File: src/ufcam_defines.vh
// Register map, field positions, reset values and bit timing of the serial port
`ifndef UFCAM_DEFINES_VH
`define UFCAM_DEFINES_VH
// Notes on behaviour
// - Modes 1 to 3 are full duplex; modes 1 and 3 have independent send and receive rates.
// - Framing checks run in all asynchronous modes only while enabled.
// - With checks on, an invalid stop bit sets the framing error flag.
// - Framing error flag stays set until software clear or reset.
// - With checks on, the receive flag rises at the stop bit.
// - Setting the multiprocessor enable bit turns on address recognition.
// - With recognition on, only frames for our addresses raise the flag.
// - In 8-bit mode the stop bit is the ninth bit when checks or recognition are on, and with recognition on must be valid.
// - Shift-register mode ignores the multiprocessor enable bit.
// - Given address compares slave address bits where mask bit is one.
// - Broadcast address is address OR mask, zero bits don't-care.
// - With checks on, control bit 7 is the framing error flag.
`define UFCAM_OFS_SCTRL 8'h00
`define UFCAM_OFS_DATA 8'h04
`define UFCAM_OFS_PCTRL 8'h08
`define UFCAM_OFS_SLAVE_ADDR 8'h0c
`define UFCAM_OFS_SMASK 8'h10
`define UFCAM_OFS_TXDIV 8'h14
`define UFCAM_OFS_RXDIV 8'h18
`define UFCAM_OFS_ISTAT 8'h1c
`define UFCAM_OFS_IMASK 8'h20
`define UFCAM_SC_FE_SM0 7
`define UFCAM_SC_SM1 6
`define UFCAM_SC_MP 5
`define UFCAM_SC_REN 4
`define UFCAM_SC_TB8 3
`define UFCAM_SC_RB8 2
`define UFCAM_SC_TI 1
`define UFCAM_SC_RI 0
`define UFCAM_PC_DBL 7
`define UFCAM_PC_FCE 6
`define UFCAM_IS_RX 0
`define UFCAM_IS_TX 1
`define UFCAM_IS_FE 2
`define UFCAM_IS_BUSY 7
`define UFCAM_RST_BYTE 8'h00
`define UFCAM_RST_IRQ 3'h0
`define UFCAM_RST_DIV 16'h01b2
`define UFCAM_M0_DIV 16'h000c
`define UFCAM_M2_DIV 16'h0040
`define UFCAM_M2_DIV_DBL 16'h0020
`define UFCAM_MODE_SHIFT 2'h0
`define UFCAM_MODE_8BIT 2'h1
`define UFCAM_MODE_FIX9 2'h2
`endif

File: src/ufcam_rx.v
// Serial receiver with stop bit check and slave address filter
`timescale 1ns/1ps
`default_nettype none
`include "ufcam_defines.vh"
module ufcam_rx #(
	parameter DIV_W = 16 // Bit period counter width
)(
	input wire clk_i, // Clock
	input wire rst_i, // Synchronous reset
	input wire rxd_i, // Serial data in
	input wire [1:0] mode_i, // Serial mode
	input wire [DIV_W-1:0] per_i, // Cycles per bit
	input wire ren_i, // Reception enable
	input wire mp_en_i, // multiproc_enable
	input wire fce_i, // framing_check_enable
	input wire rflag_i, // receive_flag state
	input wire [7:0] slave_addr_i, // slave_addr
	input wire [7:0] smask_i, // slave_addr_mask
	output wire done_o, // Accepted frame pulse
	output wire ferr_o, // Invalid stop bit pulse
	output wire sclk_o, // Shift clock in mode 0
	output wire [7:0] data_o, // Received byte
	output wire bit9_o // ninth_rx_bit of accepted frame
);
localparam S_IDLE = 3'd0;
localparam S_START = 3'd1;
localparam S_DATA = 3'd2;
localparam S_NINTH = 3'd3;
localparam S_STOP = 3'd4;
localparam S_SHIFT = 3'd5;
reg [2:0] st_ff;
reg [DIV_W-1:0] cnt_ff;
reg [2:0] bit_ff;
reg [7:0] sh_ff;
reg b9_ff;
reg prev_ff;
reg done_ff;
reg ferr_ff;
reg sclk_ff;
reg [7:0] data_ff;
reg nine_ff;
function hit;
	input [7:0] b;
	input [7:0] a;
	input [7:0] m;
	begin
		hit = ((b ^ a) & m) == 8'h00;
	end
endfunction
function take;
	input mp;
	input nine;
	input [7:0] b;
	input [7:0] a;
	input [7:0] m;
	begin
		take = !mp | (nine & (hit(b, a, m) | hit(b, a | m, a | m)));
	end
endfunction
wire tick = cnt_ff == {DIV_W{1'b0}};
// Minus one: the reload edge itself counts as a cycle
wire [DIV_W-1:0] half = (per_i >> 1) - 1'b1;
wire [DIV_W-1:0] full = per_i - 1'b1;
wire mp_act = mp_en_i & (mode_i != `UFCAM_MODE_SHIFT);
wire late = fce_i | (mp_act & (mode_i == `UFCAM_MODE_8BIT));
wire [7:0] byte_in = {rxd_i, sh_ff[7:1]};
wire nine_now = (st_ff == S_STOP && mode_i[1]) ? b9_ff : rxd_i;
wire acc = take(mp_act, nine_now, sh_ff, slave_addr_i, smask_i);
assign done_o = done_ff;
assign ferr_o = ferr_ff;
assign sclk_o = sclk_ff;
assign data_o = data_ff;
assign bit9_o = nine_ff;
always @(posedge clk_i)
begin
	if (rst_i)
	begin
		st_ff <= S_IDLE;
		cnt_ff <= {DIV_W{1'b0}};
		bit_ff <= 3'd0;
		sh_ff <= `UFCAM_RST_BYTE;
		b9_ff <= 1'b0;
		prev_ff <= 1'b1;
		done_ff <= 1'b0;
		ferr_ff <= 1'b0;
		sclk_ff <= 1'b1;
		data_ff <= `UFCAM_RST_BYTE;
		nine_ff <= 1'b0;
	end
	else
	begin
		done_ff <= 1'b0;
		ferr_ff <= 1'b0;
		prev_ff <= rxd_i;
		if (!tick)
			cnt_ff <= cnt_ff - 1'b1;
		case (st_ff)
		S_IDLE:
		begin
			sclk_ff <= 1'b1;
			bit_ff <= 3'd0;
			// Guard cycle: the flag is set one edge after done
			if (mode_i == `UFCAM_MODE_SHIFT)
			begin
				if (ren_i && !rflag_i && !done_ff)
				begin
					st_ff <= S_SHIFT;
					sclk_ff <= 1'b0;
					cnt_ff <= half;
				end
			end
			else if (ren_i && prev_ff && !rxd_i)
			begin
				st_ff <= S_START;
				cnt_ff <= half;
			end
		end
		S_START:
			if (tick)
			begin
				// Glitch shorter than half a bit is no start
				st_ff <= rxd_i ? S_IDLE : S_DATA;
				cnt_ff <= full;
			end
		S_DATA:
			if (tick)
			begin
				sh_ff <= byte_in;
				bit_ff <= bit_ff + 1'b1;
				cnt_ff <= full;
				if (bit_ff == 3'd7)
				begin
					st_ff <= mode_i[1] ? S_NINTH : S_STOP;
					if (!mode_i[1] && !late)
					begin
						done_ff <= 1'b1;
						data_ff <= byte_in;
					end
				end
			end
		S_NINTH:
			if (tick)
			begin
				b9_ff <= rxd_i;
				st_ff <= S_STOP;
				cnt_ff <= full;
				if (!late)
				begin
					done_ff <= acc;
					if (acc)
					begin
						data_ff <= sh_ff;
						nine_ff <= rxd_i;
					end
				end
			end
		S_STOP:
			if (tick)
			begin
				st_ff <= S_IDLE;
				ferr_ff <= fce_i & !rxd_i;
				if (late)
				begin
					done_ff <= acc;
					if (acc)
					begin
						data_ff <= sh_ff;
						nine_ff <= nine_now;
					end
				end
			end
		S_SHIFT:
			if (tick)
			begin
				cnt_ff <= half;
				sclk_ff <= !sclk_ff;
				if (!sclk_ff)
				begin
					sh_ff <= byte_in;
					bit_ff <= bit_ff + 1'b1;
					if (bit_ff == 3'd7)
					begin
						st_ff <= S_IDLE;
						done_ff <= 1'b1;
						data_ff <= byte_in;
					end
				end
			end
		default:
			st_ff <= S_IDLE;
		endcase
	end
end
endmodule // ufcam_rx
`default_nettype wire

File: src/ufcam_top.v
// Serial port with framing check, address match and Wishbone registers
`timescale 1ns/1ps
`default_nettype none
`include "ufcam_defines.vh"
module ufcam_top #(
	parameter DIV_W = 16, // Bit period counter width
	parameter [DIV_W-1:0] RST_DIV = `UFCAM_RST_DIV // Reset bit period
)(
	input wire clk_i, // Clock, 250 MHz
	input wire rst_i, // Synchronous reset, active high
	input wire wb_cyc_i, // Wishbone cycle
	input wire wb_stb_i, // Wishbone strobe
	input wire wb_we_i, // Wishbone write enable
	input wire [7:0] wb_adr_i, // Wishbone byte address
	input wire [3:0] wb_sel_i, // Wishbone byte lanes
	input wire [31:0] wb_dat_i, // Wishbone write data
	output wire [31:0] wb_dat_o, // Wishbone read data
	output wire wb_ack_o, // Wishbone acknowledge
	input wire rxd_i, // Serial data in
	output wire txd_o, // Serial data out
	output wire sclk_o, // Shift clock in mode 0
	output wire irq_o // Interrupt, active high level
);
localparam T_IDLE = 3'd0;
localparam T_START = 3'd1;
localparam T_DATA = 3'd2;
localparam T_NINTH = 3'd3;
localparam T_STOP = 3'd4;
localparam T_SHIFT = 3'd5;
reg ack_ff;
reg [31:0] dat_ff;
reg irq_ff;
reg txd_ff;
reg sclk_ff;
reg sm0_ff;
reg sm1_ff;
reg mp_ff;
reg ren_ff;
reg tb8_ff;
reg rb8_ff;
reg ti_ff;
reg ri_ff;
reg fe_ff;
reg dbl_ff;
reg fce_ff;
reg [7:0] rxbuf_ff;
reg [7:0] slave_addr_ff;
reg [7:0] smask_ff;
reg [DIV_W-1:0] txdiv_ff;
reg [DIV_W-1:0] rxdiv_ff;
reg [2:0] ist_ff;
reg [2:0] imask_ff;
reg [2:0] tst_ff;
reg [DIV_W-1:0] tcnt_ff;
reg [2:0] tbit_ff;
reg [7:0] tsh_ff;
reg tb9_ff;
reg tdone_ff;
reg tsclk_ff;
reg [31:0] nxt_dat;
reg nxt_ri;
reg nxt_ti;
reg nxt_fe;
reg [2:0] nxt_ist;
wire rx_done;
wire rx_ferr;
wire rx_sclk;
wire [7:0] rx_data;
wire rx_bit9;
function [DIV_W-1:0] period;
	input [1:0] md;
	input dbl;
	input [DIV_W-1:0] r;
	begin
		case (md)
		`UFCAM_MODE_SHIFT: period = `UFCAM_M0_DIV;
		`UFCAM_MODE_FIX9: period = dbl ? `UFCAM_M2_DIV_DBL : `UFCAM_M2_DIV;
		default: period = r;
		endcase
	end
endfunction
wire [1:0] mode = {sm0_ff, sm1_ff};
// Separate divisors keep the two directions at their own rates
wire [DIV_W-1:0] tper = period(mode, dbl_ff, txdiv_ff);
wire [DIV_W-1:0] rper = period(mode, dbl_ff, rxdiv_ff);
wire [DIV_W-1:0] tfull = tper - 1'b1;
wire [DIV_W-1:0] thalf = (tper >> 1) - 1'b1;
wire ttick = tcnt_ff == {DIV_W{1'b0}};
wire tbusy = tst_ff != T_IDLE;
wire req = wb_cyc_i & wb_stb_i;
// Writes commit on the edge where the master samples ack
wire wr = req & wb_we_i & ack_ff & wb_sel_i[0];
wire wr_hi = req & wb_we_i & ack_ff & wb_sel_i[1];
wire [7:0] d = wb_dat_i[7:0];
wire [7:0] dh = wb_dat_i[15:8];
wire w_sc = wr & (wb_adr_i == `UFCAM_OFS_SCTRL);
wire w_dt = wr & (wb_adr_i == `UFCAM_OFS_DATA);
wire w_pc = wr & (wb_adr_i == `UFCAM_OFS_PCTRL);
wire w_sa = wr & (wb_adr_i == `UFCAM_OFS_SLAVE_ADDR);
wire w_sm = wr & (wb_adr_i == `UFCAM_OFS_SMASK);
wire w_is = wr & (wb_adr_i == `UFCAM_OFS_ISTAT);
wire w_im = wr & (wb_adr_i == `UFCAM_OFS_IMASK);
wire w_td = wb_adr_i == `UFCAM_OFS_TXDIV;
wire w_rd = wb_adr_i == `UFCAM_OFS_RXDIV;
wire tx_go = w_dt & !tbusy;
wire [7:0] sc_rd = {fce_ff ? fe_ff : sm0_ff, sm1_ff, mp_ff, ren_ff,
	tb8_ff, rb8_ff, ti_ff, ri_ff};
assign wb_ack_o = ack_ff;
assign wb_dat_o = dat_ff;
assign irq_o = irq_ff;
assign txd_o = txd_ff;
assign sclk_o = sclk_ff;
ufcam_rx #(
	.DIV_W(DIV_W)
) u_rx (
	.clk_i(clk_i),
	.rst_i(rst_i),
	.rxd_i(rxd_i),
	.mode_i(mode),
	.per_i(rper),
	.ren_i(ren_ff),
	.mp_en_i(mp_ff),
	.fce_i(fce_ff),
	.rflag_i(ri_ff),
	.slave_addr_i(slave_addr_ff),
	.smask_i(smask_ff),
	.done_o(rx_done),
	.ferr_o(rx_ferr),
	.sclk_o(rx_sclk),
	.data_o(rx_data),
	.bit9_o(rx_bit9)
);
always @*
begin
	nxt_dat = 32'h00000000;
	case (wb_adr_i)
	`UFCAM_OFS_SCTRL: nxt_dat[7:0] = sc_rd;
	`UFCAM_OFS_DATA: nxt_dat[7:0] = rxbuf_ff;
	`UFCAM_OFS_PCTRL:
	begin
		nxt_dat[`UFCAM_PC_DBL] = dbl_ff;
		nxt_dat[`UFCAM_PC_FCE] = fce_ff;
	end
	`UFCAM_OFS_SLAVE_ADDR: nxt_dat[7:0] = slave_addr_ff;
	`UFCAM_OFS_SMASK: nxt_dat[7:0] = smask_ff;
	`UFCAM_OFS_TXDIV: nxt_dat[DIV_W-1:0] = txdiv_ff;
	`UFCAM_OFS_RXDIV: nxt_dat[DIV_W-1:0] = rxdiv_ff;
	`UFCAM_OFS_ISTAT:
	begin
		nxt_dat[2:0] = ist_ff;
		nxt_dat[`UFCAM_IS_BUSY] = tbusy;
	end
	`UFCAM_OFS_IMASK: nxt_dat[2:0] = imask_ff;
	default: nxt_dat = 32'h00000000;
	endcase
end
// Hardware set wins over a software clear in the same cycle
always @*
begin
	nxt_ri = rx_done | (w_sc ? d[`UFCAM_SC_RI] : ri_ff);
	nxt_ti = tdone_ff | (w_sc ? d[`UFCAM_SC_TI] : ti_ff);
	nxt_fe = rx_ferr | ((w_sc & fce_ff) ? d[`UFCAM_SC_FE_SM0] : fe_ff);
	nxt_ist = (ist_ff & ~(w_is ? d[2:0] : 3'h0))
		| {rx_ferr, tdone_ff, rx_done};
end
always @(posedge clk_i)
begin
	if (rst_i)
	begin
		ack_ff <= 1'b0;
		dat_ff <= 32'h00000000;
		irq_ff <= 1'b0;
		sclk_ff <= 1'b1;
		sm0_ff <= 1'b0;
		sm1_ff <= 1'b0;
		mp_ff <= 1'b0;
		ren_ff <= 1'b0;
		tb8_ff <= 1'b0;
		rb8_ff <= 1'b0;
		ti_ff <= 1'b0;
		ri_ff <= 1'b0;
		fe_ff <= 1'b0;
		dbl_ff <= 1'b0;
		fce_ff <= 1'b0;
		rxbuf_ff <= `UFCAM_RST_BYTE;
		slave_addr_ff <= `UFCAM_RST_BYTE;
		smask_ff <= `UFCAM_RST_BYTE;
		txdiv_ff <= RST_DIV;
		rxdiv_ff <= RST_DIV;
		ist_ff <= `UFCAM_RST_IRQ;
		imask_ff <= `UFCAM_RST_IRQ;
	end
	else
	begin
		ack_ff <= req & !ack_ff;
		dat_ff <= nxt_dat;
		sclk_ff <= tsclk_ff & rx_sclk;
		ri_ff <= nxt_ri;
		ti_ff <= nxt_ti;
		fe_ff <= nxt_fe;
		ist_ff <= nxt_ist;
		irq_ff <= |(nxt_ist & imask_ff);
		if (rx_done)
		begin
			rxbuf_ff <= rx_data;
			rb8_ff <= rx_bit9;
		end
		else if (w_sc)
			rb8_ff <= d[`UFCAM_SC_RB8];
		if (w_sc)
		begin
			// Bit 7 holds the mode bit only while checks are off
			if (!fce_ff)
				sm0_ff <= d[`UFCAM_SC_FE_SM0];
			sm1_ff <= d[`UFCAM_SC_SM1];
			mp_ff <= d[`UFCAM_SC_MP];
			ren_ff <= d[`UFCAM_SC_REN];
			tb8_ff <= d[`UFCAM_SC_TB8];
		end
		if (w_pc)
		begin
			dbl_ff <= d[`UFCAM_PC_DBL];
			fce_ff <= d[`UFCAM_PC_FCE];
		end
		if (w_sa)
			slave_addr_ff <= d;
		if (w_sm)
			smask_ff <= d;
		if (w_im)
			imask_ff <= d[2:0];
		if (wr & w_td)
			txdiv_ff[7:0] <= d;
		if (wr_hi & w_td)
			txdiv_ff[DIV_W-1:8] <= dh;
		if (wr & w_rd)
			rxdiv_ff[7:0] <= d;
		if (wr_hi & w_rd)
			rxdiv_ff[DIV_W-1:8] <= dh;
	end
end
// A write to the data register while busy is dropped
always @(posedge clk_i)
begin
	if (rst_i)
	begin
		tst_ff <= T_IDLE;
		tcnt_ff <= {DIV_W{1'b0}};
		tbit_ff <= 3'd0;
		tsh_ff <= `UFCAM_RST_BYTE;
		tb9_ff <= 1'b0;
		tdone_ff <= 1'b0;
		tsclk_ff <= 1'b1;
		txd_ff <= 1'b1;
	end
	else
	begin
		tdone_ff <= 1'b0;
		if (!ttick)
			tcnt_ff <= tcnt_ff - 1'b1;
		case (tst_ff)
		T_IDLE:
		begin
			tsclk_ff <= 1'b1;
			tbit_ff <= 3'd0;
			if (tx_go)
			begin
				tsh_ff <= d;
				tb9_ff <= tb8_ff;
				if (mode == `UFCAM_MODE_SHIFT)
				begin
					tst_ff <= T_SHIFT;
					txd_ff <= d[0];
					tsclk_ff <= 1'b0;
					tcnt_ff <= thalf;
				end
				else
				begin
					tst_ff <= T_START;
					txd_ff <= 1'b0;
					tcnt_ff <= tfull;
				end
			end
		end
		T_START:
			if (ttick)
			begin
				txd_ff <= tsh_ff[0];
				tst_ff <= T_DATA;
				tcnt_ff <= tfull;
			end
		T_DATA:
			if (ttick)
			begin
				tbit_ff <= tbit_ff + 1'b1;
				tcnt_ff <= tfull;
				tsh_ff <= tsh_ff >> 1;
				if (tbit_ff != 3'd7)
					txd_ff <= tsh_ff[1];
				else if (mode[1])
				begin
					txd_ff <= tb9_ff;
					tst_ff <= T_NINTH;
				end
				else
				begin
					txd_ff <= 1'b1;
					tst_ff <= T_STOP;
					tdone_ff <= 1'b1;
				end
			end
		T_NINTH:
			if (ttick)
			begin
				txd_ff <= 1'b1;
				tst_ff <= T_STOP;
				tcnt_ff <= tfull;
				tdone_ff <= 1'b1;
			end
		T_STOP:
			if (ttick)
				tst_ff <= T_IDLE;
		T_SHIFT:
			if (ttick)
			begin
				tcnt_ff <= thalf;
				tsclk_ff <= !tsclk_ff;
				if (!tsclk_ff)
				begin
					tbit_ff <= tbit_ff + 1'b1;
					if (tbit_ff == 3'd7)
					begin
						tst_ff <= T_IDLE;
						tdone_ff <= 1'b1;
						txd_ff <= 1'b1;
					end
				end
				else
				begin
					txd_ff <= tsh_ff[1];
					tsh_ff <= tsh_ff >> 1;
				end
			end
		default:
			tst_ff <= T_IDLE;
		endcase
	end
end
endmodule // ufcam_top
`default_nettype wire

File: config.mk
export PLATFORM = sky130hd
export DESIGN_NAME = ufcam_top
export DESIGN_NICKNAME = d
export VERILOG_FILES = /design/src/ufcam_rx.v /design/src/ufcam_top.v
export VERILOG_INCLUDE_DIRS = /design/src
export SDC_FILE = /design/constraint.sdc
export NUM_CORES = 1
export LEC_CHECK = 0
export ABC_AREA = 0
export ABC_CLOCK_PERIOD_IN_PS = 8150
export BUFFER_PORTS_ARGS = -buffer_cell sky130_fd_sc_hd__buf_4
export CAP_MARGIN = 40
export CORE_UTILIZATION = 65
export DETAILED_ROUTE_END_ITERATION = 10
export PLACE_DENSITY = 0.86
export SLEW_MARGIN = 20
export SYNTH_ARGS = -nofsm -noshare
export SYNTH_HDL_FRONTEND = slang
export SYNTH_SLANG_ARGS = --single-unit
File: constraint.sdc
create_clock -name clk_i -period 8.15 [get_ports clk_i]
set_input_delay 0.815 -clock clk_i [delete_from_list [all_inputs] [get_ports clk_i]]
set_output_delay 0.815 -clock clk_i [all_outputs]
set_load 0.05 [all_outputs]
# Yosys cells after proc, flatten, opt, wreduce, memory -nomap -nowiden

Index checks and enable logic that the tools add are counted.

Bits in registers: 186
Latch bits: 0
RAM bits: 0
Memory bits (read-only): 0
Word-level logic and storage cells: 324
Memories kept: 0

Add/subtract/negate cells: 8
Multiply operators: 0
Div/mod/pow operators: 0
Order comparisons: 0
Equality and inequality tests: 49
Shift-type cells: 0
Multiplexer cells: 128
Bitwise gates (word level): 42
Reductions and logical operators: 53

Operators with widths:

| operator                | count |
|---|---|
| $mux W16                | 11 |
| $mux W8                 | 18 |
| $pmux W16 S3            | 2 |
| $mux W3                 | 29 |
| $pmux W16 S2            | 2 |
| $sub A16 B1 Y16 const B | 4 |
| $pmux W3 S6             | 3 |
| $mux W1                 | 46 |
| $eq A8 B5 Y1 const B    | 4 |
| $logic_not A16 Y1       | 2 |
| $pmux W8 S2             | 2 |
| $pmux W8 S4             | 1 |
| $sub A15 B1 Y16 const B | 2 |
| $and A1 B1 Y1           | 24 |
| $logic_not A8 Y1        | 3 |
| $ne A2 B2 Y1 const B    | 12 |
| $pmux W3 S8             | 1 |
| $pmux W8 S3             | 1 |
| $ne A2 B1 Y1 const B    | 11 |
| $eq A3 B3 Y1 const B    | 6 |
| $pmux W3 S3             | 2 |
| $and A8 B8 Y8           | 2 |
| $eq A8 B4 Y1 const B    | 2 |
| $xor A8 B8 Y8           | 2 |
| other kinds (39)        | 88 |

# Depth between registers and ports, before layout

Depth in word-level cells: 11
Gate-level depth with buffers: 12

# Hierarchy

A second synthesis with hierarchy kept.

Cell total of the unflattened synthesis: 1234
Area total of the unflattened synthesis: 9969.6 µm²

Modules (own cells, without submodules):

| module    | instances | cells each | area an instance (µm²) | sequential area each (µm²) |
|---|---|---|---|---|
| ufcam_top | 1         | 815        | 6678.9                 | 2522.4 |
| ufcam_rx  | 1         | 419        | 3290.7                 | 880.8 |

# Worst setup path after synthesis

OpenSTA, ideal clock, no wires.

Path type: input -> register
Start point: input port wb_adr_i[4]
End point: register irq_ff (netlist: irq_o)
Library setup time: 0.122 ns
Data arrival time: 2.671 ns
Data required time: 8.028 ns
Path slack: 5.357 ns
Cell stages on the path: 8
Buffers on the path: 2
Cell sequence: buf_4 > or4b_2 > clkbuf_1 > nor2_1 > nand4_1 > a21oi_1 > nor2_1 > a221o_1

Cells in the longest elaborated chain, start to end: 8

Ends and longest elaborated chain:

| element              | line            | RTL |
|---|---|---|
| start, declared      | ufcam_top.v:14  | `input wire [7:0] wb_adr_i,` |
| $eq A8 B5 Y1         | --              |  |
| $and A1 B1 Y1        | ufcam_top.v:101 | `` wire w_is = wr & (wb_adr_i == `UFCAM_OFS_ISTAT); `` |
| $mux W3              | ufcam_top.v:163 | `nxt_ist = (ist_ff & ~(w_is ? d[2:0] : 3'h0))` |
| $not A3 Y3           | ufcam_top.v:163 |  |
| $and A3 B3 Y3        | ufcam_top.v:163 |  |
| $or A3 B3 Y3         | ufcam_top.v:164 | `\| {rx_ferr, tdone_ff, rx_done};` |
| $and A3 B3 Y3        | ufcam_top.v:202 | `irq_ff <= \|(nxt_ist & imask_ff);` |
| $reduce_or A3 Y1     | ufcam_top.v:202 |  |
| end signal, assigned | ufcam_top.v:202 |  |
| end, declared        | ufcam_top.v:32  | `reg irq_ff;` |

No other way between the ends.
A chain may end at the register's enable or synchronous reset.

# Worst setup path in the final report

Start point: register sm1_ff
End point: register u_rx.cnt_ff[9]

Cells in the longest elaborated chain, start to end: 6
Elaborated cells on any way between the ends: 11

Ends and longest elaborated chain:

| element                                                 | line                           | RTL |
|---|---|---|
| start, declared                                         | ufcam_top.v:36                 | `reg sm1_ff;` |
| start signal, assigned                                  | ufcam_top.v:215                | `` sm1_ff <= d[`UFCAM_SC_SM1]; `` |
| $eq A2 B2 Y1 / $logic_not A2 Y1 (equally long branches) | ufcam_top.v:75                 | `case (md)` |
| $pmux W16 S2                                            | ufcam_top.v:75                 |  |
| $sub A15 B1 Y16                                         | ufcam_rx.v:62                  | `wire [DIV_W-1:0] half = (per_i >> 1) - 1'b1;` |
| $mux W16, on equally long branches                      | ufcam_rx.v:112, ufcam_rx.v:105 |  |
| $mux W16                                                | ufcam_rx.v:103                 | `` if (mode_i == `UFCAM_MODE_SHIFT) `` |
| $pmux W16 S3 (*)                                        | ufcam_rx.v:97                  | `case (st_ff)` |
| end signal, assigned                                    | ufcam_rx.v:96                  | `cnt_ff <= cnt_ff - 1'b1;` |
| end signal, assigned                                    | ufcam_rx.v:109                 | `cnt_ff <= half;` |
| end signal, assigned                                    | ufcam_rx.v:115                 | `cnt_ff <= half;` |
| end, declared                                           | ufcam_rx.v:32                  | `reg [DIV_W-1:0] cnt_ff;` |

Every way passes the cells marked *; elsewhere a longest branch is shown, timed or not.

==> summary.md <==
| Metric | Value |
|---|---|
| Outcome | finished clean |
| Worst Path Arrival | 3.44 ns |
| Die width | 127 µm |
| WP data required | 8.44 ns |
| Flops & latches, synth | 170 |
| Vias in the first global route | 9,127 |
| Fmax | 317 MHz |
| Setup TNS | 0 ns |
| Top-count cell post-synth | dfxtp_1 |
| PortBufs | 51 |
| Critical Path Start Type | flop |
| Flop pwr share | 0.385 |
| Nets | 1,349 |
| RSZ-0062 raised after global routing | no |
| Ant diodes | 0 |
| First-pass DRT Iterations | 6 |
| YS warnings | 0 |
| Clk pwr share | 0.322 |
| Share of layout cells above drive strength 1 | 0.102 |
| Placer Congestion | 0.957 |
| Final setup fails | 0 |
| Remaining DRCs | 0 |
| Die Y | 127 µm |
| Top-level port count | 86 |
| DR vias | 10,100 |
| Synthesized netlist cell count | 1,304 |
| Num Clock Sinks | 170 |
| Worst R2R Setup Slack | 5.00 ns |
| Clk Latency, worst-skew pair | 0.44 ns |
| Tmin final | 3.15 ns |
| HPWL Detailed | 19,400 µm |
| Min-delay src | wb_ack_o$_SDFF_PP0_ |
| CORE AREA | 15,300 µm² |
| CTS resizes | 0 |
| Final wirelength | 28,300 µm |
| Cell Pwr Density | 229 nW/µm² |
| Worst hold path type | flop to flop |
| FF-to-FF Start | sm1_ff$_SDFFE_PP0P_ |
| Share of the synthesized area in the top cell type | 0.333 |
| Mapped cell area | 10,200 µm² |
| Largest net degree at the start of global routing | 79 |
| Headroom to the max-slew limit | 0.438 |
| First-pass GRT wire length | 45,500 µm |
| Clock Skew | 0.00624 ns |
| H-tree levels | 4 |
| Worst Setup End Kind | flop |
| Final antenna-violating net count | 0 |
| Peak VDD IR | 0.206 mV |
| Post-synth top flop | dfxtp_1 |
| Inserted Clock Buffers | 17 |
| CP max FO | 60 |
| Worst-Margin Slew | 0.840 ns |
| Area contributors post-synth | dfxtp_1 (33%), a21oi_1 (6.7%), mux2i_1 (4.9%) |
| Syn Area/Cell | 7.84 µm² |
| Root buf cell | clkbuf_16 |
| Initial core utilization | 0.670 |
| Synth unique cells | 81 |
| Final Hold Fails | 0 |
| Max-slew violation count | 0 |
| Initial DRC Count | 1,380 |
| P_leak | 4.15 nW |
| Post-synth EDFFs | 0 |
| Clock Path Buffers | 2 |
| Worst Slack Setup Final | 5.00 ns |
| Max cap viols | 0 |
| DIE AREA | 16,200 µm² |
| Sw Pwr | 882 µW |
| CTS tree | done |
| Vias/cell | 6.70 |
| WL/cell | 18.7 µm |
| Top cells by count, synth | dfxtp_1 (170), a21oi_1 (136), nor2_1 (133) |
| Total Routing Usage GR | 0.352 |
| Initial antenna violation count | 0 |
| GRT overflow | 0 |
| Largest area contributor in the netlist | dfxtp_1 |
| Post CTS Setup Buffer Count | 0 |
| Async SR Flop Fraction | 0 |
| Sw frac | 0.347 |
| Logic pwr share | 0.293 |
| Area grow syn2layout | 8.68% |
| Crit. Startpoint | sm1_ff$_SDFFE_PP0P_ |
| Reg clk slew, reported paths | 0.07 ns |
| Floorplan row count | 45 |
| Tcrit/Tclk final | 0.387 |
| Sequential-to-total area share from yosys stat | 0.333 |
| Worst setup path class | flop to flop |
| Pre-CTS WS | 5.01 ns |
| Design internal power | 1.66 mW |
| # hold bufs at CTS | 0 |
state kept, by name (all words and copies together) (netlist names), 3 cells and up:
register,cells
u_rx.bit_ff,3
u_rx.cnt_ff,16
imask_ff,3
u_rx.data_o,8
ist_ff,3
u_rx.sh_ff,8
tst_ff,3
tsh_ff,8
rxdiv_ff,16
slave_addr_ff,8
u_rx.st_ff,3
tcnt_ff,16
wb_dat_o,16
txdiv_ff,16
rxbuf_ff,8
smask_ff,8
tbit_ff,3
path summary, 6_finish.rpt:
| path | end | cells after the start |
|---|---|---|
| setup / recovery | u_rx.cnt_ff[9]$_SDFF_PP0_ | 10 |
| hold / removal | wb_ack_o$_SDFF_PP0_ | 1 |
| setup reg to reg | u_rx.cnt_ff[9]$_SDFF_PP0_ | 10 |
| hold reg to reg | wb_ack_o$_SDFF_PP0_ | 1 |
layer usage:
layer,up-vias,global-route usage,part of all wire
met3,99,0.0595,0.086
met4,0,0.151,0.034
met5,-,0,0
li1,4679,-,-
met2,576,0.574,0.46
met1,4750,0.461,0.42
area by class of cell:
cell class / instances / area (µm²)
flip-flops and latches: 170 / 3400
inverters: 20 / 75.1
fillers: 1210 / 4150
clock buffers: 19 / 443
multi-input cells: 1009 / 6260
repair buffers: 67 / 515
clock inverters: 12 / 140
well taps: 211 / 264
kinds of logic (layout without fill, tap and decap cells):
family          count (synthesis)  count (layout)  share of synthesized area
simple gates                  494             494                      0.246
compound gates                355             355                      0.224
flops                         170             170                      0.333
buf+inv                       140             118                     0.0595
xor+xnor                       73              73                     0.0626
mux                            57              57                     0.0567
fa+ha+maj                      14              14                     0.0171
other cells                     1              16                   0.000367
cells in the final DEF, fill, tap and decap left out, types with 5 or more instances in the layout:
master,count
dfxtp_1,169
a21oi_1,136
nor2_1,133
nand2_1,115
buf_4,66
nand3_1,64
o21ai_0,52
mux2i_1,50
xnor2_1,38
xor2_1,35
nor3_1,30
a22oi_1,30
inv_1,20
a211o_1,20
nor4_1,19
clkbuf_16,17
or4_1,16
conb_1,16
or3_1,14
ha_1,14
and3_1,12
a31oi_1,12
nand2b_1,12
o211ai_1,11
a221oi_1,11
nor2b_1,11
o22ai_1,11
nor3b_1,10
a32oi_1,10
nand4_1,9
a211oi_1,8
mux2_2,6
a21o_1,6
o31ai_1,6
nand3b_1,5
o21bai_1,5
power by group through the flow:
stage	clock network [mW]	registers (mW)	logic [mW]
floorplan	0	0.974	0.590
global placement	0	0.989	0.698
detailed placement	0	0.991	0.726
CTS	0.825	0.973	0.732
global route	0.864	0.985	0.814
finish	0.819	0.977	0.744
metrics by stage:
stage	instance area, µm²	utilization	cells	hold slack (ns)	total power [mW]
6_report	11100	0.728	1508	0.446	2.54
5_1_grt	11100	0.728	1508	0.477	2.66
4_1_cts	11100	0.728	1508	0.443	2.53
3_5_place_dp	10500	0.690	1477	0.434	1.72
3_3_place_gp	10500	0.685	1470	0.423	1.69
2_1_floorplan	10300	-	1319	0.425	1.56
critical path, cell delays in order (launching register included):
cell and delay [ns]:
dfxtp_2 0.33, buf_4 0.50, nor2_1 0.08, buf_4 0.22, a21oi_1 0.27, ha_1 0.26
or3b_2 0.56, nor4_1 0.27, xor2_1 0.11, a32oi_1 0.29, a21oi_1 0.11
Note: power is estimated with default switching activity, not from simulation.
